[src/prio_irq_cfg.svh]
/*
  Constants for the seven-channel priority interrupt controller:
  bus bit positions, channel count, device code, vector bases.
  Assumes inclusion by bare name wherever these names are needed.
*/
`ifndef PRIO_IRQ_CFG_SVH
`define PRIO_IRQ_CFG_SVH
`define NUM_CH 7
`define CH_CODE_W 3
`define BUS_W 36
`define DEV_CODE_W 7
`define PI_DEV_CODE 7'h04
`define BIT_RESET 23
`define BIT_REQ 24
`define BIT_ON 25
`define BIT_OFF 26
`define BIT_ACT_CLR 27
`define BIT_ACT_SET 28
`define BIT_SEL_LO 29
`define STAT_ACT_BIT 28
`define VEC_W 9
`define VEC_BASE 9'h020
`define VEC_SECOND 9'h021
`endif

[src/prio_irq_pkg.sv]
/*
  Types shared by the priority interrupt controller files.
  Assumes prio_irq_cfg.svh is on the include path.
*/
`default_nettype none
`include "prio_irq_cfg.svh"
package prio_irq_pkg;
  // one bit per channel, bit 0 is channel 1
  typedef logic [`NUM_CH-1:0] ch_vec_t;
  // condition-out operation decoded from the bus word
  typedef struct packed {
    logic clear_all;
    logic req;
    logic on;
    logic off;
    logic act_clr;
    logic act_set;
    ch_vec_t sel;
  } condition_out_command_t;
  // break sequence states
  typedef enum logic [1:0] {
    IDLE,
    IN_BREAK
  } brk_state_t;
endpackage : prio_irq_pkg
`default_nettype wire

[src/prio_chain.sv]
/*
  Combinational priority chain over request and hold flags.
  Assumes flag vectors come from registers in the controller.
*/
`default_nettype none
`include "prio_irq_cfg.svh"
module prio_chain (
  // chain enable
  input wire logic active_in,
  // flag state
  input wire prio_irq_pkg::ch_vec_t req_in,
  input wire prio_irq_pkg::ch_vec_t hold_in,
  // results
  output prio_irq_pkg::ch_vec_t honored_out,
  output prio_irq_pkg::ch_vec_t dismiss_out,
  output logic any_out,
  output logic [`CH_CODE_W-1:0] code_out
);
  logic [`NUM_CH:0] en;
  logic [`NUM_CH:0] clr_en;

  assign en[0] = active_in;
  assign clr_en[0] = 1'b1;

  // stage n is enabled only if all higher stages are idle
  genvar i;
  generate
    for (i = 0; i < `NUM_CH; i++)
    begin : g_stage
      assign honored_out[i] = en[i] & ~hold_in[i] & req_in[i];
      assign en[i+1] = en[i] & ~hold_in[i] & ~req_in[i];
      // clear holds down to and including the first set one
      assign dismiss_out[i] = clr_en[i];
      assign clr_en[i+1] = clr_en[i] & ~hold_in[i];
    end
  endgenerate

  // any-request level and binary channel code
  always_comb
  begin
    code_out = '0;
    for (int k = `NUM_CH - 1; k >= 0; k--)
    begin
      if (honored_out[k])
        code_out = 3'(k + 1);
    end
  end
  assign any_out = |honored_out;
endmodule : prio_chain
`default_nettype wire

[src/prio_irq.sv]
/*
  Seven-channel priority interrupt controller: on, request and hold
  flags per channel, break cycle and block-done flags, condition-out
  and condition-in decoding on device code 004.
  Assumes the processor supplies single-cycle step pulses
  synchronous to mclk_in and a 36-bit bus word with each command.
*/
`default_nettype none
`include "prio_irq_cfg.svh"
// Behaviour
// - seven channels, channel 1 highest priority
// - sample requests at instruction/address cycle starts
// - honored channel n vectors to 40+2n
// - break cycle blocks sampling and new breaks
// - unfinished block: hold set, cleared, cycle ends
// - otherwise vector 41+2n, hold, clear flags
// - on, request, hold flag per channel
// - bus bits 29..35 select channels 1..7
// - strobe sets request if on and line
// - program request sets request flags directly
// - chain honors lowest pending channel when active
// - hold blocks lower stages, keeps request clear
// - higher channels still interrupt held break
// - dismiss clears holds through first set
// - device 004; status shows active and on
// - bit 23 clear phase resets all flags and the break state; brk_ch keeps its value
// - bit 28 sets active, 27 clears
// - 25 on, 26 off, 24 request selected
// - any-request level and channel code out
// - overflow sets block-done; hold kept then
// - block move strobe per word, no break
module prio_irq (
  // clock and reset
  input wire logic mclk_in,
  input wire logic nrst_in,
  // device request lines, bit 0 is channel 1
  input wire prio_irq_pkg::ch_vec_t dev_req_in,
  // io instruction
  input wire logic [`DEV_CODE_W-1:0] dev_code_in,
  input wire logic condition_out_command_clear_in,
  input wire logic condition_out_command_set_in,
  input wire logic condition_in_command_in,
  input wire logic [`BUS_W-1:0] bus_data_in,
  output logic [`BUS_W-1:0] bus_data_out,
  output logic bus_data_oe_out,
  // processor sequencing pulses
  input wire logic instr_start_in,
  input wire logic addr_start_in,
  input wire logic delayed_sync_in,
  input wire logic block_step_in,
  input wire logic block_to_data_in,
  input wire logic index_overflow_in,
  input wire logic block_not_done_in,
  input wire logic exec_step_zero_in,
  input wire logic exec_step_one_in,
  input wire logic exec_step_ten_in,
  input wire logic hold_dismiss_in,
  // status toward processor
  output logic any_request_out,
  output logic [`CH_CODE_W-1:0] channel_code_out,
  output logic [`VEC_W-1:0] vector_out,
  output logic [`VEC_W-1:0] second_vector_out,
  output logic break_entry_out,
  output logic block_end_out,
  output logic break_cycle_out,
  output logic block_done_out,
  output logic system_active_out,
  output prio_irq_pkg::ch_vec_t honored_request_out,
  output prio_irq_pkg::ch_vec_t channel_on_out,
  output prio_irq_pkg::ch_vec_t channel_hold_out
);
  // reset release
  logic rst_s1, rst_n;
  always_ff @(posedge mclk_in or negedge nrst_in)
  begin
    if (!nrst_in)
    begin
      rst_s1 <= 1'b0;
      rst_n <= 1'b0;
    end
    else
    begin
      rst_s1 <= 1'b1;
      rst_n <= rst_s1;
    end
  end

  prio_irq_pkg::ch_vec_t req_sync_v;
  req_sync req_sync_i (
    .mclk_in(mclk_in),
    .rst_n_in(rst_n),
    .raw_in(dev_req_in), // one line per requester assumed
    .sync_out(req_sync_v)
  );

  // flag state
  prio_irq_pkg::ch_vec_t channel_on_flag;
  prio_irq_pkg::ch_vec_t channel_request_latch;
  prio_irq_pkg::ch_vec_t channel_hold_flag;
  logic system_active_flag;
  logic break_cycle_flag;
  logic block_done_flag;
  prio_irq_pkg::brk_state_t state;
  logic [`CH_CODE_W-1:0] brk_ch;
  prio_irq_pkg::ch_vec_t next_on;
  prio_irq_pkg::ch_vec_t next_req;
  prio_irq_pkg::ch_vec_t next_hold;
  logic next_active, next_cyc, next_done;
  prio_irq_pkg::brk_state_t next_state;
  logic [`CH_CODE_W-1:0] next_brk_ch;
  logic [`BUS_W-1:0] next_bus;
  logic next_oe;

  // chain
  prio_irq_pkg::ch_vec_t honored;
  prio_irq_pkg::ch_vec_t dismiss_mask;
  logic any_req;
  logic [`CH_CODE_W-1:0] code;
  prio_chain prio_chain_i (
    .active_in(system_active_flag),
    .req_in(channel_request_latch),
    .hold_in(channel_hold_flag),
    .honored_out(honored),
    .dismiss_out(dismiss_mask),
    .any_out(any_req),
    .code_out(code)
  );

  // command decode
  logic selected;
  prio_irq_pkg::condition_out_command_t cmd;
  assign selected = (dev_code_in == `PI_DEV_CODE);
  always_comb
  begin
    cmd.clear_all = bus_data_in[`BIT_RESET];
    cmd.req = bus_data_in[`BIT_REQ];
    cmd.on = bus_data_in[`BIT_ON];
    cmd.off = bus_data_in[`BIT_OFF];
    cmd.act_clr = bus_data_in[`BIT_ACT_CLR];
    cmd.act_set = bus_data_in[`BIT_ACT_SET];
    // bus bit 29 is channel 1 ... bit 35 is channel 7
    for (int k = 0; k < `NUM_CH; k++)
      cmd.sel[k] = bus_data_in[`BIT_SEL_LO + k];
  end

  logic system_clear_pulse, condition_set_pulse, request_check_pulse;
  logic request_strobe, break_entry_pulse, hold_set_pulse, block_hold;
  assign system_clear_pulse = selected & condition_out_command_clear_in & cmd.clear_all;
  assign condition_set_pulse = selected & condition_out_command_set_in;
  // sampling at cycle starts and at each block-move word
  assign request_check_pulse = instr_start_in | addr_start_in
    | block_step_in;
  assign request_strobe = request_check_pulse & ~break_cycle_flag;
  // no break entry during a block move word; block ends instead
  assign break_entry_pulse = delayed_sync_in & any_req
    & ~break_cycle_flag & ~block_step_in;
  assign block_end_out = block_step_in & any_req & ~break_cycle_flag;
  assign block_hold = block_not_done_in & ~block_done_flag;
  assign hold_set_pulse = exec_step_zero_in & break_cycle_flag;

  // next-state logic for flags and break sequence
  always_comb
  begin
    next_on = channel_on_flag;
    next_req = channel_request_latch;
    next_hold = channel_hold_flag;
    next_active = system_active_flag;
    next_cyc = break_cycle_flag;
    next_done = block_done_flag;
    next_state = state;
    next_brk_ch = brk_ch;
    next_bus = '0;
    next_oe = 1'b0;
    // device requests only on channels that are on
    if (request_strobe)
      next_req = next_req | (req_sync_v & channel_on_flag);
    if (condition_set_pulse)
    begin
      if (cmd.act_set)
        next_active = 1'b1;
      if (cmd.act_clr)
        next_active = 1'b0;
      if (cmd.on)
        next_on = next_on | cmd.sel;
      if (cmd.off)
        next_on = next_on & ~cmd.sel;
      if (cmd.req)
        next_req = next_req | cmd.sel;
    end
    case (state)
      prio_irq_pkg::IDLE:
      begin
        if (break_entry_pulse)
        begin
          next_cyc = 1'b1;
          next_brk_ch = code;
          next_state = prio_irq_pkg::IN_BREAK;
        end
      end
      prio_irq_pkg::IN_BREAK:
      begin
        if (block_to_data_in & index_overflow_in)
          next_done = 1'b1;
        // hold the honored channel; step one drops it again for an unfinished block
        if (hold_set_pulse)
          next_hold = next_hold | honored;
        if (exec_step_one_in & block_hold)
          next_hold = next_hold & ~dismiss_mask;
        if (exec_step_ten_in)
        begin
          next_cyc = 1'b0;
          next_done = 1'b0;
          next_state = prio_irq_pkg::IDLE;
        end
      end
      default:
        next_state = prio_irq_pkg::IDLE;
    endcase
    if (hold_dismiss_in)
      next_hold = next_hold & ~dismiss_mask;
    // a held channel keeps its request clear
    next_req = next_req & ~next_hold;
    if (selected & condition_in_command_in)
    begin
      next_bus[`STAT_ACT_BIT] = system_active_flag;
      for (int k = 0; k < `NUM_CH; k++)
        next_bus[`BIT_SEL_LO + k] = channel_on_flag[k];
      next_oe = 1'b1;
    end
    if (system_clear_pulse)
    begin
      next_on = '0;
      next_req = '0;
      next_hold = '0;
      next_active = 1'b0;
      next_cyc = 1'b0;
      next_done = 1'b0;
      next_state = prio_irq_pkg::IDLE;
    end
  end

  // flag registers
  always_ff @(posedge mclk_in or negedge rst_n)
  begin
    if (!rst_n)
    begin
      channel_on_flag <= '0;
      channel_request_latch <= '0;
      channel_hold_flag <= '0;
      system_active_flag <= 1'b0;
      break_cycle_flag <= 1'b0;
      block_done_flag <= 1'b0;
      state <= prio_irq_pkg::IDLE;
      brk_ch <= '0;
      bus_data_out <= '0;
      bus_data_oe_out <= 1'b0;
    end
    else
    begin
      channel_on_flag <= next_on;
      channel_request_latch <= next_req;
      channel_hold_flag <= next_hold;
      system_active_flag <= next_active;
      break_cycle_flag <= next_cyc;
      block_done_flag <= next_done;
      state <= next_state;
      brk_ch <= next_brk_ch;
      bus_data_out <= next_bus;
      bus_data_oe_out <= next_oe;
    end
  end

  // vectors 40+2n and 41+2n (octal) for the break channel
  assign vector_out = `VEC_BASE + {5'h00, brk_ch, 1'b0};
  assign second_vector_out = `VEC_SECOND + {5'h00, brk_ch, 1'b0};
  assign any_request_out = any_req;
  assign channel_code_out = code;
  assign break_entry_out = break_entry_pulse;
  assign break_cycle_out = break_cycle_flag;
  assign block_done_out = block_done_flag;
  assign system_active_out = system_active_flag;
  assign honored_request_out = honored;
  assign channel_on_out = channel_on_flag;
  assign channel_hold_out = channel_hold_flag;
endmodule : prio_irq
`default_nettype wire

[src/req_sync.sv]
/*
  Two-stage synchroniser for the seven device request lines.
  Assumes lines may change at any time relative to mclk_in.
*/
`default_nettype none
`include "prio_irq_cfg.svh"
module req_sync (
  // clock and reset
  input wire logic mclk_in,
  input wire logic rst_n_in,
  // lines
  input wire prio_irq_pkg::ch_vec_t raw_in,
  output prio_irq_pkg::ch_vec_t sync_out
);
  prio_irq_pkg::ch_vec_t stage1;
  prio_irq_pkg::ch_vec_t stage2;
  prio_irq_pkg::ch_vec_t next_stage1;
  prio_irq_pkg::ch_vec_t next_stage2;

  // next values of the two stages
  always_comb
  begin
    next_stage1 = raw_in;
    next_stage2 = stage1;
  end

  // stage registers; stage1 feeds only stage2
  always_ff @(posedge mclk_in or negedge rst_n_in)
  begin
    if (!rst_n_in)
    begin
      stage1 <= '0;
      stage2 <= '0;
    end
    else
    begin
      stage1 <= next_stage1;
      stage2 <= next_stage2;
    end
  end

  assign sync_out = stage2;
endmodule : req_sync
`default_nettype wire

[config.mk]
export PLATFORM = sky130hd
export DESIGN_NAME = prio_irq
export DESIGN_NICKNAME = d
export VERILOG_FILES = /design/src/prio_irq_pkg.sv /design/src/prio_chain.sv /design/src/prio_irq.sv /design/src/req_sync.sv
export VERILOG_INCLUDE_DIRS = /design/src
export SDC_FILE = /design/constraint.sdc
export NUM_CORES = 1
export LEC_CHECK = 0
export BUFFER_PORTS_ARGS = -buffer_cell sky130_fd_sc_hd__buf_2
export CORE_MARGIN = 3
export CORE_UTILIZATION = 30
export DETAILED_ROUTE_END_ITERATION = 16
export PLACE_DENSITY = 0.7
export SYNTH_ARGS = -nofsm -noshare
export SYNTH_HDL_FRONTEND = slang
export SYNTH_SLANG_ARGS = --single-unit
[constraint.sdc]
create_clock -name mclk_in -period 4.8 [get_ports mclk_in]
set_input_delay 1.2 -clock mclk_in [delete_from_list [all_inputs] [get_ports mclk_in]]
set_output_delay 1.2 -clock mclk_in [all_outputs]
set_load 0.02 [all_outputs]
-- Word-level counts from Yosys, hierarchy flattened
Cells that the tools add are included.
- register bits after elaboration: 54
- bits in latches: 0
- bits in writable memories: 0
- ROM bits: 0
- bits of input ports: 66
- output and inout port bits: 85
- memories kept: 0
- add/sub/neg operators: 2
- multiply operators: 0
- divide/modulo/power cells: 0
- $lt $le $gt $ge: 0
- equality and inequality tests: 4
- shifts and indexed selects: 0
- mux-type cells: 40
- bitwise logic cells: 69
- reductions and logical operators: 12
- operator list (cell ; number):
    $mux W7 ; 15
    $and A1 B1 Y1 ; 39
    $and A7 B7 Y7 ; 5
    $or A7 B7 Y7 ; 4
    $mux W3 ; 7
    $not A7 Y7 ; 3
    $not A1 Y1 ; 16
    $add A6 B4 Y7 const A ; 2
    $mux W1 ; 12
    $reduce_bool A3 Y1 ; 3
    $mux W8 ; 1
    $reduce_and A2 Y1 ; 4
    $eq A7 B3 Y1 const B ; 1
    $reduce_or A7 Y1 ; 1
    $mux W2 ; 3
    $ne A3 B3 Y1 const B ; 2
    $pmux W2 S2 ; 1
    $reduce_bool A2 Y1 ; 2
    $reduce_and A3 Y1 ; 1
    $eq A2 B1 Y1 const B ; 1
    $logic_not A2 Y1 ; 1
    $or A1 B1 Y1 ; 2
    $pmux W1 S2 ; 1

-- Logic depth before layout (Yosys ltp)
Gate-level depths: netlist of run 1.
- depth in word-level cells: 26
- mapped depth: 6
- gate-level depth less buffers: 5

-- Hierarchy
From an unflattened synthesis of run 1, not the netlist that was laid out.
- cell total of the unflattened synthesis: 254
- area, all modules: 2662.6 sq um
- by module, submodules not included (module ; times used ; cells an instance ; area each (sq um) ; sequential area each (sq um)):
    prio_irq ; 1 ; 204 ; 2084.5 ; 950.9
    req_sync ; 1 ; 14 ; 350.3 ; 350.3
    prio_chain ; 1 ; 36 ; 227.7 ; 0.0

-- Worst setup path before layout of run 1
No wires, ideal clock.
- path type: register -> output
- start: reg channel_hold_flag[0] (netlist: channel_hold_out[0])
- end: out block_end_out
- arrival time: 2.169 ns
- data required time: 3.600 ns
- setup slack: 1.431 ns
- cell stages (with the launch flop): 6
- buffers on the path: 0
- cells stage by stage: dfrtp_1 -> nor4b_4 -> nand2_1 -> a31oi_1 -> nor2_1 -> nor3b_1
- longest elaborated chain between the ends: 18
- elaborated cells between the ends (all ways): 24
- ends and longest elaborated chain (element ; RTL line ; text):
    from (decl) ; prio_irq.sv:99 ; prio_irq_pkg::ch_vec_t channel_hold_flag;
    from (signal assigned) ; prio_irq.sv:262 ; channel_hold_flag <= next_hold;
    $not A1 Y1 * ; prio_chain.sv:30, prio_chain.sv:31 ;
    $and A1 B1 Y1 * ; prio_chain.sv:30, prio_chain.sv:31 ;
    $and A1 B1 Y1 ; prio_chain.sv:31 ; assign en[i+1] = en[i] & ~hold_in[i] & ~req_in[i];
    $and A1 B1 Y1 ; prio_chain.sv:30, prio_chain.sv:31 ;
    $and A1 B1 Y1 ; prio_chain.sv:31 ;
    $and A1 B1 Y1 ; prio_chain.sv:30, prio_chain.sv:31 ;
    $and A1 B1 Y1 ; prio_chain.sv:31 ;
    $and A1 B1 Y1 ; prio_chain.sv:30, prio_chain.sv:31 ;
    $and A1 B1 Y1 ; prio_chain.sv:31 ;
    $and A1 B1 Y1 ; prio_chain.sv:30, prio_chain.sv:31 ;
    $and A1 B1 Y1 ; prio_chain.sv:31 ;
    $and A1 B1 Y1 ; prio_chain.sv:30, prio_chain.sv:31 ;
    $and A1 B1 Y1 ; prio_chain.sv:31 ;
    $and A1 B1 Y1 (2 in series) ; prio_chain.sv:30 ; assign honored_out[i] = en[i] & ~hold_in[i] & req_in[i];
    $reduce_or A7 Y1 * ; prio_chain.sv:48 ; assign any_out = |honored_out;
    $and A1 B1 Y1 * (2 in series) ; prio_irq.sv:157 ; assign block_end_out = block_step_in & any_req & ~break_cycle_flag;
    to (decl) ; prio_irq.sv:64 ; output logic block_end_out,
Mark *: on every way between the ends. The rest lies on a longest branch, timed or not.

-- Worst setup path in the final report of run 1
- start: reg channel_hold_flag[0] (netlist: channel_hold_out[0])
- end: out break_entry_out
- longest elaborated chain between the ends: 19
- elaborated cells between the ends (all ways): 25
- ends and longest elaborated chain (element ; RTL line ; text):
    $not A1 Y1 * ; prio_chain.sv:30, prio_chain.sv:31 ;
    $and A1 B1 Y1 * ; prio_chain.sv:30, prio_chain.sv:31 ;
    $and A1 B1 Y1 ; prio_chain.sv:31 ;
    $and A1 B1 Y1 ; prio_chain.sv:30, prio_chain.sv:31 ;
    $and A1 B1 Y1 ; prio_chain.sv:31 ;
    $and A1 B1 Y1 ; prio_chain.sv:30, prio_chain.sv:31 ;
    $and A1 B1 Y1 ; prio_chain.sv:31 ;
    $and A1 B1 Y1 ; prio_chain.sv:30, prio_chain.sv:31 ;
    $and A1 B1 Y1 ; prio_chain.sv:31 ;
    $and A1 B1 Y1 ; prio_chain.sv:30, prio_chain.sv:31 ;
    $and A1 B1 Y1 ; prio_chain.sv:31 ;
    $and A1 B1 Y1 ; prio_chain.sv:30, prio_chain.sv:31 ;
    $and A1 B1 Y1 ; prio_chain.sv:31 ;
    $and A1 B1 Y1 (2 in series) ; prio_chain.sv:30 ;
    $reduce_or A7 Y1 * ; prio_chain.sv:48 ;
    $and A1 B1 Y1 * ; prio_irq.sv:155 ; assign break_entry_pulse = delayed_sync_in & any_req
    $and A1 B1 Y1 * (2 in series) ; prio_irq.sv:156 ; & ~break_cycle_flag & ~block_step_in;
    to (decl) ; prio_irq.sv:63 ; output logic break_entry_out,
Marked as above.

==> run_results.csv, run 1 <==
group,metric,value,unit
layout,area_growth,17.5,%
power_and_ir_drop,power.density,326,mW/mm2
die,fp.dieW,98.1,um
layout,final_util,0.376,
timing,clock.fmax,0.286,GHz
route,met1_length,2.49,mm
min_path,hold_path_class,"flop to flop",
critical_path,criticalPathCategory,"flop to primary output",
global_route,antenna_found_initial,0,
logic_synthesis,yosysMostFrequentCell,"dfrtp_1",
global_route,grt_pass1_wl,9.87,mm
min_path,hold_path_depth,0,
logic_synthesis,synthArstFlopShare,1.00,
logic_synthesis,yosys_most_used_dff,"dfrtp_1",
timing,worst_slew_margin_rel,0.263,
die,core-area,0.00797,mm2
place,dpl_cell_area,0.00290,mm2
layout,final_layout_size_suffix_gt1_frac,0.332,
critical_path,cp_max_fo,7,
place,port_buffers,87,
power_and_ir_drop,p_sw_frac,0.315,
route,drt_iter0_drc,73,
timing,fin_tns_setup,0,ns
timing,grt_setup_unrepaired,"false",
critical_path,worstReg2RegStart,"channel_hold_out[0]$_DFF_PN0_",
die,die_h,98.1,um
route,top_layer_used,"met4",
cts,clkTransAtPathRegs,0.09,ns
route,antenna_left,0,
run_status,outcome,"complete, no violations",
critical_path,crit_chain,"nor4b_4 -> nand2_1 -> a31oi_1 -> o21ai_0 -> inv_1 -> buf_2",
cts,cts_buffers,5,
critical_path,crit_family,"compound AO/OA/AOI/OAI gates",
cts,post_cts_resized,0,
cts,cts.sink_count,52,
layout,stdcell_area,0.00299,mm2
power_and_ir_drop,p_int,669,uW
critical_path,worstPathArrival,2.29,ns
critical_path,critPathLaunchType,"flop",
cts,postCtsSetupBuffers,0,
cts,cts_hold_buf,0,
min_path,hp-start,"req_sync_i.next_stage2[4]$_DFF_PN0_",
timing,hold_viol,0,
cts,cts.path.max_buffers,2,
timing,tightestPinTransition,1.11,ns
route,wl_per_cell,14.2,um
die,rows,32,
layout,nFillCells,821,
layout,multi_input_area,0.00100,mm2
critical_path,critical_path_required,3.60,ns
route,drc,0,
layout,diodes,0,
timing,whs,0.354,ns
power_and_ir_drop,power_frac_clock,0.263,
route,met3_length,480,um
die,ioPinCount,151,
logic_synthesis,syn_inst,240,
logic_synthesis,synth.distinct_cells,37,
logic_synthesis,synth-edff-count,0,
timing,finalClockSkew,0.00665,ns
cts,clockRootBuffer,"clkbuf_8",
logic_synthesis,syn-cell-area,0.00255,mm2
global_route,grt_overflow_total,0,
logic_synthesis,seq_area_frac_synth,0.511,
timing,fin_crit,3.49,ns
layout,seqCellArea,0.00130,mm2
timing,setup_viol,0,
power_and_ir_drop,power.switching,307,uW
critical_path,endpoint_kind,"primary output",
global_route,grtUsageTotal,0.128,
cts,htree_levels,2,
place,dp_hpwl,4.74,mm
cts,cts_tree,"built",
critical_path,max_stage_delay,0.46,ns
min_path,holdPathEnd,"req_sync_i.sync_out[4]$_DFF_PN0_",
route,drt_pre_antenna_iters,4,
critical_path,path_buf_inv,2,
power_and_ir_drop,p_seq_frac,0.540,
global_route,grt_pass1_vias,1955,
critical_path,reg2reg_depth,5,
die,start_util,0.320,
logic_synthesis,yosys-top-cells-count,"52 x dfrtp_1, 47 x buf_4, 14 x nand2_1, 14 x nor2_1, 12 x a211oi_1",
layout,nets,390,
route,viasPerCell,4.48,
power_and_ir_drop,ir_drop,0.000112,V
critical_path,slowest_stage,"dfrtp_1",
critical_path,rrSetupSlack,2.62,ns
run,cap_violations,0,
route,finalWirelength,6.07,mm
cts,clock_latency,0.30,ns
power_and_ir_drop,p_leak,0.00162,uW
logic_synthesis,yosys_warnings,0,
logic_synthesis,netlist_top_cells_area,"dfrtp_1 51%, buf_4 14%, a211oi_1 3.5%",
logic_synthesis,ys_ff_latch,52,
place,gp_congestion,0.765,
power_and_ir_drop,p_comb_frac,0.197,
route,via_count,1915,
critical_path,reg2reg_to,"brk_ch[1]$_DFFE_PN0P_",
logic_synthesis,synth_top_area_frac,0.511,
logic_synthesis,synth_top_cell_by_area,"dfrtp_1",
route,wl_met2,3.05,mm
logic_synthesis,avgSynthCellArea,10.6,um2
global_route,grt_max_degree,51,
timing,finalMaxSlewViolations,0,
die,die_area,0.00963,mm2
timing,period_share,0.728,
==> sequential cells by signal, indices dropped and copies added (netlist names) <==
name / cells
block_done_out: 1
channel_on_out: 7
bus_data_out: 8
channel_request_latch: 7
rst_n: 1
channel_hold_out: 7
bus_data_oe_out: 1
break_cycle_out: 1
req_sync_i.next_stage2: 7
rst_s1: 1
req_sync_i.sync_out: 7
brk_ch: 3
system_active_out: 1
==> logic make-up (layout without fill, tap and decap cells) <==
logic type             after synthesis  count (layout)  synth area share
AND/OR/NAND/NOR                     80              80             0.186
buffers and inverters               56             102             0.152
flip-flops                          52              52             0.511
AO/OA/AOI/OAI                       48              48             0.139
other                                2              41           0.00295
multiplexers                         2               2           0.00884
==> area by class of cell <==
cell class / instances / area share
flip-flops and latches: 52 / 0.435
multi-input cells: 171 / 0.335
repair buffers: 88 / 0.148
well taps: 102 / 0.0426
clock buffers: 7 / 0.0288
inverters: 6 / 0.00753
clock inverters: 1 / 0.00251
==> routing by layer <==
metal  up-vias  track usage
met3         7       0.0386
li1        920            -
met1       920        0.155
met2        68        0.223
met4         0       0.0319
met5         -            0
==> worst reg2reg max path, stage by stage (launching register included) <==
cell     delay (ns)
dfrtp_1        0.46
nor4b_4        0.46
nand2_1        0.17
a31oi_1        0.35
o21ai_0        0.29
mux2_2         0.34
==> power by group through the flow <==
stage / Combinational [uW] / Clock (uW) / Sequential [uW]
3_3_place_gp: 190 / 0 / 534
4_1_cts: 194 / 269 / 528
3_5_place_dp: 193 / 0 / 536
6_report: 192 / 257 / 527
2_1_floorplan: 157 / 0 / 532
5_1_grt: 212 / 291 / 537
==> through the flow <==
step	std cells	total power, uW	setup WS (ns)
after CTS	427	991	1.27
final	427	976	1.31
after detailed placement	419	730	1.37
after floorplan	279	689	1.43
after global routing	427	1040	1.05
after global placement	419	724	1.36
==> placed cells by master (no fill, tap or decap), types with 7 or more instances in the layout <==
master	n
a31oi_1	7
and3_1	11
conb_1	41
nor2_1	14
nand2_1	14
nor2b_1	7
buf_2	87
nor3_1	7
a21oi_1	10
dfrtp_1	51
a211oi_1	12
and2_1	8
==> worst max-delay path by stage <==
stage,cells past startpoint,start,end,slack [ns]
floorplan,5,channel_hold_out[0]$_DFF_PN0_,block_end_out,1.43
global placement,5,block_step_in,break_entry_out,1.36
detailed placement,5,block_step_in,break_entry_out,1.37
CTS,6,channel_hold_out[0]$_DFF_PN0_,break_entry_out,1.27
global route,6,channel_hold_out[0]$_DFF_PN0_,block_end_out,1.05
finish,6,channel_hold_out[0]$_DFF_PN0_,break_entry_out,1.31
(Power assumes the default switching activity.)
==> run 2, diff against run 1 <==
==> constraint.sdc (replaced) <==
create_clock -name mclk_in -period 3.7 [get_ports mclk_in]
set_input_delay 0.925 -clock mclk_in [delete_from_list [all_inputs] [get_ports mclk_in]]
set_output_delay 0.925 -clock mclk_in [all_outputs]
set_load 0.02 [all_outputs]
==> run 2 against run 1 <==
Net effect:
- sequential power increased by 29%
- clock-buffer cell count down 1
- die area unchanged
- first-iteration DRC count grew 15%
- critical path type unchanged
- setup slack worse by 0.82 ns
==> run_results.csv, run 2 (synthesis results as in run 1) <==
group,metric,value,unit
run_status,outcome,"complete, no violations",
cts,clockRootBuffer,"clkbuf_8",
timing,clock.fmax,0.311,GHz
route,drt_iter0_drc,84,
layout,nets,391,
timing,whs,0.354,ns
route,drt_pre_antenna_iters,4,
global_route,grt_max_degree,51,
timing,finalMaxSlewViolations,0,
layout,nFillCells,817,
die,die_h,98.1,um
timing,fin_tns_setup,0,ns
critical_path,crit_chain,"nor4b_4 -> nand2_1 -> a31oi_1 -> o21ai_0 -> inv_1 -> buf_2",
die,core-area,0.00797,mm2
critical_path,cp_max_fo,7,
die,fp.dieW,98.1,um
place,gp_congestion,0.762,
timing,setup_viol,0,
critical_path,slowest_stage,"nor4b_4",
global_route,grtUsageTotal,0.130,
place,port_buffers,87,
critical_path,worstReg2RegStart,"channel_hold_out[0]$_DFF_PN0_",
cts,clkTransAtPathRegs,0.09,ns
critical_path,critPathLaunchType,"flop",
min_path,hold_path_depth,0,
cts,cts_hold_buf,0,
die,ioPinCount,151,
layout,largest_reg_flops,8,
route,via_count,1935,
route,antenna_left,0,
place,dpl_cell_area,0.00291,mm2
cts,cts.path.max_buffers,2,
min_path,hold_path_class,"flop to flop",
route,viasPerCell,4.52,
layout,stdcell_area,0.00301,mm2
critical_path,rrSetupSlack,1.53,ns
global_route,grt_overflow_total,0,
power_and_ir_drop,p_leak,0.00163,uW
layout,top_register,"bus_data_out",
timing,grt_setup_unrepaired,"false",
power_and_ir_drop,power_frac_clock,0.289,
power_and_ir_drop,fin_total_pwr,1310,uW
timing,finalClockSkew,0.00541,ns
route,drc,0,
cts,cts_tree,"built",
critical_path,worstPathArrival,2.29,ns
global_route,grt_pass1_wl,10.0,mm
die,die_area,0.00963,mm2
timing,period_share,0.869,
global_route,antenna_found_initial,0,
route,finalWirelength,6.10,mm
critical_path,max_stage_delay,0.47,ns
power_and_ir_drop,p_sw_frac,0.301,
critical_path,crit_path_start,"channel_hold_out[0]$_DFF_PN0_",
critical_path,endpoint_kind,"primary output",
cts,cts_buffers,5,
layout,final_common_cell,"buf_2",
die,start_util,0.320,
power_and_ir_drop,ir_drop,0.000222,V
layout,layout_common_cells,"87 x buf_2, 51 x dfrtp_1, 41 x conb_1, 14 x nand2_1, 14 x nor2_1",
power_and_ir_drop,p_int,916,uW
cts,postCtsSetupBuffers,0,
cts,cts.sink_count,52,
layout,diodes,0,
global_route,grt_pass1_vias,1984,
place,dp_hpwl,4.80,mm
cts,post_cts_resized,0,
power_and_ir_drop,power.switching,395,uW
power_and_ir_drop,p_comb_frac,0.191,
layout,final_layout_size_suffix_gt1_frac,0.334,
timing,fin_crit,3.22,ns
timing,hold_viol,0,
die,rows,32,
layout,area_growth,18.4,%
run,cap_violations,0,
route,wl_per_cell,14.3,um
power_and_ir_drop,power.density,435,mW/mm2
critical_path,criticalPathCategory,"flop to primary output",
power_and_ir_drop,p_seq_frac,0.520,
cts,clock_latency,0.30,ns
critical_path,critical_path_required,2.77,ns
timing,worst_slew_margin_rel,0.282,
critical_path,reg2reg_to,"brk_ch[1]$_DFFE_PN0P_",
critical_path,crit_end,"break_entry_out",
cts,htree_levels,2,
timing,tightestPinTransition,1.08,ns
critical_path,reg2reg_depth,5,
run 2: cell types whose count changed in the layout (fill, tap and decap cells not counted):
| cell | previous run | this run |
|---|---|---|
| buf_4 | 1 | 2 |
| bufinv_16 | 0 | 1 |
| clkbuf_8 | 6 | 5 |
| clkinv_2 | 0 | 1 |
| clkinvlp_4 | 1 | 0 |
run 2: per-stage QoR:
stage           util  instances  worst slack (ns)
2_1_floorplan      -        279             0.606
3_3_place_gp   0.365        420             0.861
3_5_place_dp   0.365        420             0.778
4_1_cts        0.378        428             0.444
5_1_grt        0.378        428             0.254
6_report       0.378        428             0.484
run 2: routing by layer:
layer	GRT usage	vias up	routed length (um)
li1	-	922	-
met1	0.157	938	2500
met2	0.229	68	3100
met3	0.0350	7	445
met4	0.0319	0	59
met5	0	-	0
run 2: cell type report:
| class | instances | area, um2 | area share |
|---|---|---|---|
| clock inverter | 2 | 35.0 | 0.0116 |
| timing repair buffer | 89 | 450 | 0.149 |
| inverter | 6 | 22.5 | 0.00747 |
| multi-input combinational | 171 | 1000 | 0.333 |
| clock buffer | 6 | 72.6 | 0.0241 |
| tap | 102 | 128 | 0.0423 |
| sequential | 52 | 1300 | 0.432 |
run 2: how the worst min path moves through the flow:
stage                                        start                               end  slack, ns
2_1_floorplan  req_sync_i.next_stage2[0]$_DFF_PN0_  req_sync_i.sync_out[0]$_DFF_PN0_       0.33
3_3_place_gp   req_sync_i.next_stage2[5]$_DFF_PN0_  req_sync_i.sync_out[5]$_DFF_PN0_       0.33
3_5_place_dp   req_sync_i.next_stage2[4]$_DFF_PN0_  req_sync_i.sync_out[4]$_DFF_PN0_       0.33
4_1_cts        req_sync_i.next_stage2[6]$_DFF_PN0_  req_sync_i.sync_out[6]$_DFF_PN0_       0.36
5_1_grt        req_sync_i.next_stage2[3]$_DFF_PN0_  req_sync_i.sync_out[3]$_DFF_PN0_       0.36
6_report       req_sync_i.next_stage2[5]$_DFF_PN0_  req_sync_i.sync_out[5]$_DFF_PN0_       0.35
run 2: critical path, delay by kind of cell (launching register included):
| family | cells | cell delay, ns |
|---|---|---|
| buf+inv | 2 | 0.27 |
| simple gates | 2 | 0.64 |
| compound gates | 2 | 0.62 |
| flops | 1 | 0.46 |
run 2: power groups by stage:
stage	sequential (uW)	combinational, uW	clock (uW)
finish	682	251	378
global route	695	276	415
CTS	684	252	391
detailed placement	695	252	0
global placement	693	246	0
floorplan	690	204	0
==> run 3, diff against run 2 <==
--- a/config.mk
+++ b/config.mk
@@ -9,6 +9,8 @@
 export BUFFER_PORTS_ARGS = -buffer_cell sky130_fd_sc_hd__buf_2
 export CORE_MARGIN = 3
 export CORE_UTILIZATION = 30
+export CTS_BUF_LIST = sky130_fd_sc_hd__clkbuf_8 sky130_fd_sc_hd__clkbuf_16
+export CTS_CLUSTER_DIAMETER = 100
 export DETAILED_ROUTE_END_ITERATION = 16
 export PLACE_DENSITY = 0.7
 export SYNTH_ARGS = -nofsm -noshare
==> constraint.sdc (replaced) <==
create_clock -name mclk_in -period 3.2 [get_ports mclk_in]
set_input_delay 0.8 -clock mclk_in [delete_from_list [all_inputs] [get_ports mclk_in]]
set_output_delay 0.8 -clock mclk_in [all_outputs]
set_load 0.02 [all_outputs]
==> run 3 against run 2 <==
Net effect:
- sequential power increased by 16%
- clock power increased by 12%
- combinational power increased by 16%
- hold slack got worse by 0.088 ns
- via count about the same
- final cell count decreased by 0.23%
- first-iteration DRC count decreased by 23%
- critical path type unchanged
- largest cell class unchanged
==> run_results.csv, run 3 (synthesis results as in run 1) <==
group,metric,value,unit
run_status,outcome,"complete, no violations",
critical_path,max_stage_delay,0.47,ns
critical_path,critical_path.most_common_cell,"o21ai_0",
critical_path,crit_family,"simple AND/OR/NAND/NOR gates",
critical_path,cp_max_fo,7,
route,viasPerCell,4.53,
global_route,antenna_found_initial,0,
die,core-area,0.00797,mm2
power_and_ir_drop,p_leak,0.00163,uW
route,antenna_left,0,
power_and_ir_drop,p_sw_frac,0.300,
die,die_h,98.1,um
place,dpl_cell_area,0.00291,mm2
critical_path,critical_path_required,2.40,ns
layout,stdcell_area,0.00302,mm2
layout,multi_input_area,0.00101,mm2
cts,clockRootBuffer,"clkbuf_8",
cts,cts.sink_count,52,
cts,clock_latency,0.29,ns
cts,htree_levels,2,
power_and_ir_drop,power_frac_clock,0.282,
power_and_ir_drop,power.switching,452,uW
place,dp_hpwl,4.76,mm
route,finalWirelength,6.10,mm
timing,worst_slew_margin_rel,0.274,
cts,postCtsSetupBuffers,0,
power_and_ir_drop,power.density,499,mW/mm2
layout,nFillCells,830,
timing,fin_tns_setup,0,ns
power_and_ir_drop,p_int,1050,uW
cts,cts_tree,"built",
global_route,grtUsageTotal,0.129,
critical_path,rrSetupSlack,1.14,ns
timing,finalMaxSlewViolations,0,
power_and_ir_drop,ir_drop,0.000244,V
route,drt_pre_antenna_iters,4,
min_path,hold_path_class,"input port to asynchronous set/reset pin",
power_and_ir_drop,p_comb_frac,0.193,
timing,hold_viol,0,
cts,cts_buffers,5,
die,start_util,0.320,
critical_path,endpoint_kind,"primary output",
route,drt_iter0_drc,65,
die,rows,32,
timing,fin_crit,2.97,ns
layout,largest_reg_flops,8,
timing,grt_setup_unrepaired,"false",
layout,area_growth,18.4,%
critical_path,criticalPathCategory,"flop to primary output",
cts,cts_hold_buf,0,
power_and_ir_drop,p_seq_frac,0.525,
critical_path,crit_chain,"nor4b_4 -> nor3b_1 -> o21ai_0 -> o21ai_0 -> buf_2",
cts,clkTransAtPathRegs,0.09,ns
global_route,grt_pass1_wl,10.0,mm
layout,final_common_cell,"buf_2",
layout,nets,391,
place,port_buffers,87,
layout,layout_common_cells,"87 x buf_2, 51 x dfrtp_1, 41 x conb_1, 14 x nand2_1, 14 x nor2_1",
global_route,grt_pass1_vias,1962,
route,wl_per_cell,14.3,um
critical_path,slowest_stage,"nor4b_4",
die,die_area,0.00963,mm2
timing,clock.fmax,0.336,GHz
place,gp_congestion,0.759,
timing,period_share,0.929,
layout,final_layout_size_suffix_gt1_frac,0.335,
route,drc,0,
route,via_count,1936,
layout,diodes,0,
layout,top_register,"bus_data_out",
critical_path,critPathLaunchType,"flop",
timing,setup_viol,0,
run,cap_violations,0,
global_route,grt_overflow_total,0,
critical_path,worstPathArrival,2.17,ns
critical_path,path_buf_inv,1,
die,fp.dieW,98.1,um
layout,seqCellArea,0.00130,mm2
die,ioPinCount,151,
cts,cts.path.max_buffers,2,
timing,tightestPinTransition,1.09,ns
timing,finalClockSkew,0.00863,ns
global_route,grt_max_degree,51,
==> run 3: cell type report <==
type,instances,share of cell area
flip-flops and latches,52,0.432
multi-input cells,171,0.335
repair buffers,89,0.149
well taps,102,0.0423
clock buffers,5,0.0228
clock inverters,2,0.0112
inverters,6,0.00747
==> run 3: per-layer routing <==
layer | vias up | GRT usage | share of wire
met1 | 939 | 0.159 | 0.41
met5 | - | 0 | 0
li1 | 923 | - | -
met3 | 4 | 0.0343 | 0.075
met2 | 70 | 0.227 | 0.51
met4 | 0 | 0.0288 | 0.0059
==> run 3: per-stage QoR <==
stage	util	instances	setup slack (ns)	hold slack, ns	power (uW)
finish	0.378	427	0.228	0.266	1510
global route	0.378	427	0.0510	0.246	1600
CTS	0.378	427	0.116	0.253	1530
detailed placement	0.365	420	0.465	0.335	1100
global placement	0.365	420	0.494	0.333	1090
floorplan	-	279	0.231	0.331	1030
==> run 3: power by group through the flow <==
| stage | combinational [uW] | clock (uW) | sequential (uW) |
|---|---|---|---|
| final | 291 | 424 | 790 |
| after global routing | 319 | 472 | 804 |
| after CTS | 293 | 442 | 793 |
| after detailed placement | 290 | 0 | 806 |
| after global placement | 284 | 0 | 802 |
| after floorplan | 235 | 0 | 798 |
==> run 3: path summary, 6_finish.rpt <==
path	start	end	cells after the start
min reg2reg	req_sync_i.next_stage2[4]$_DFF_PN0_	req_sync_i.sync_out[4]$_DFF_PN0_	0
min in group mclk_in	req_sync_i.next_stage2[4]$_DFF_PN0_	req_sync_i.sync_out[4]$_DFF_PN0_	0
max reg2reg	channel_hold_out[0]$_DFF_PN0_	brk_ch[1]$_DFFE_PN0P_	5
max in group asynchronous	rst_n$_DFF_PN0_	brk_ch[0]$_DFFE_PN0P_	0
min	nrst_in	rst_n$_DFF_PN0_	1
max	channel_hold_out[0]$_DFF_PN0_	channel_code_out[0]	5
==> run 3: worst register-to-register path, delay by kind of cell, from the launching register on <==
family / cells / cell delay [ns]
multiplexers: 1 / 0.34
AND/OR/NAND/NOR: 2 / 0.65
AO/OA/AOI/OAI: 2 / 0.51
flip-flops: 1 / 0.46
==> run 3: what timing repair did <==
action,in CTS,in global routing
setup endpoints to repair,0,2
resized for setup,0,1
endpoints found under the hold margin,0,0
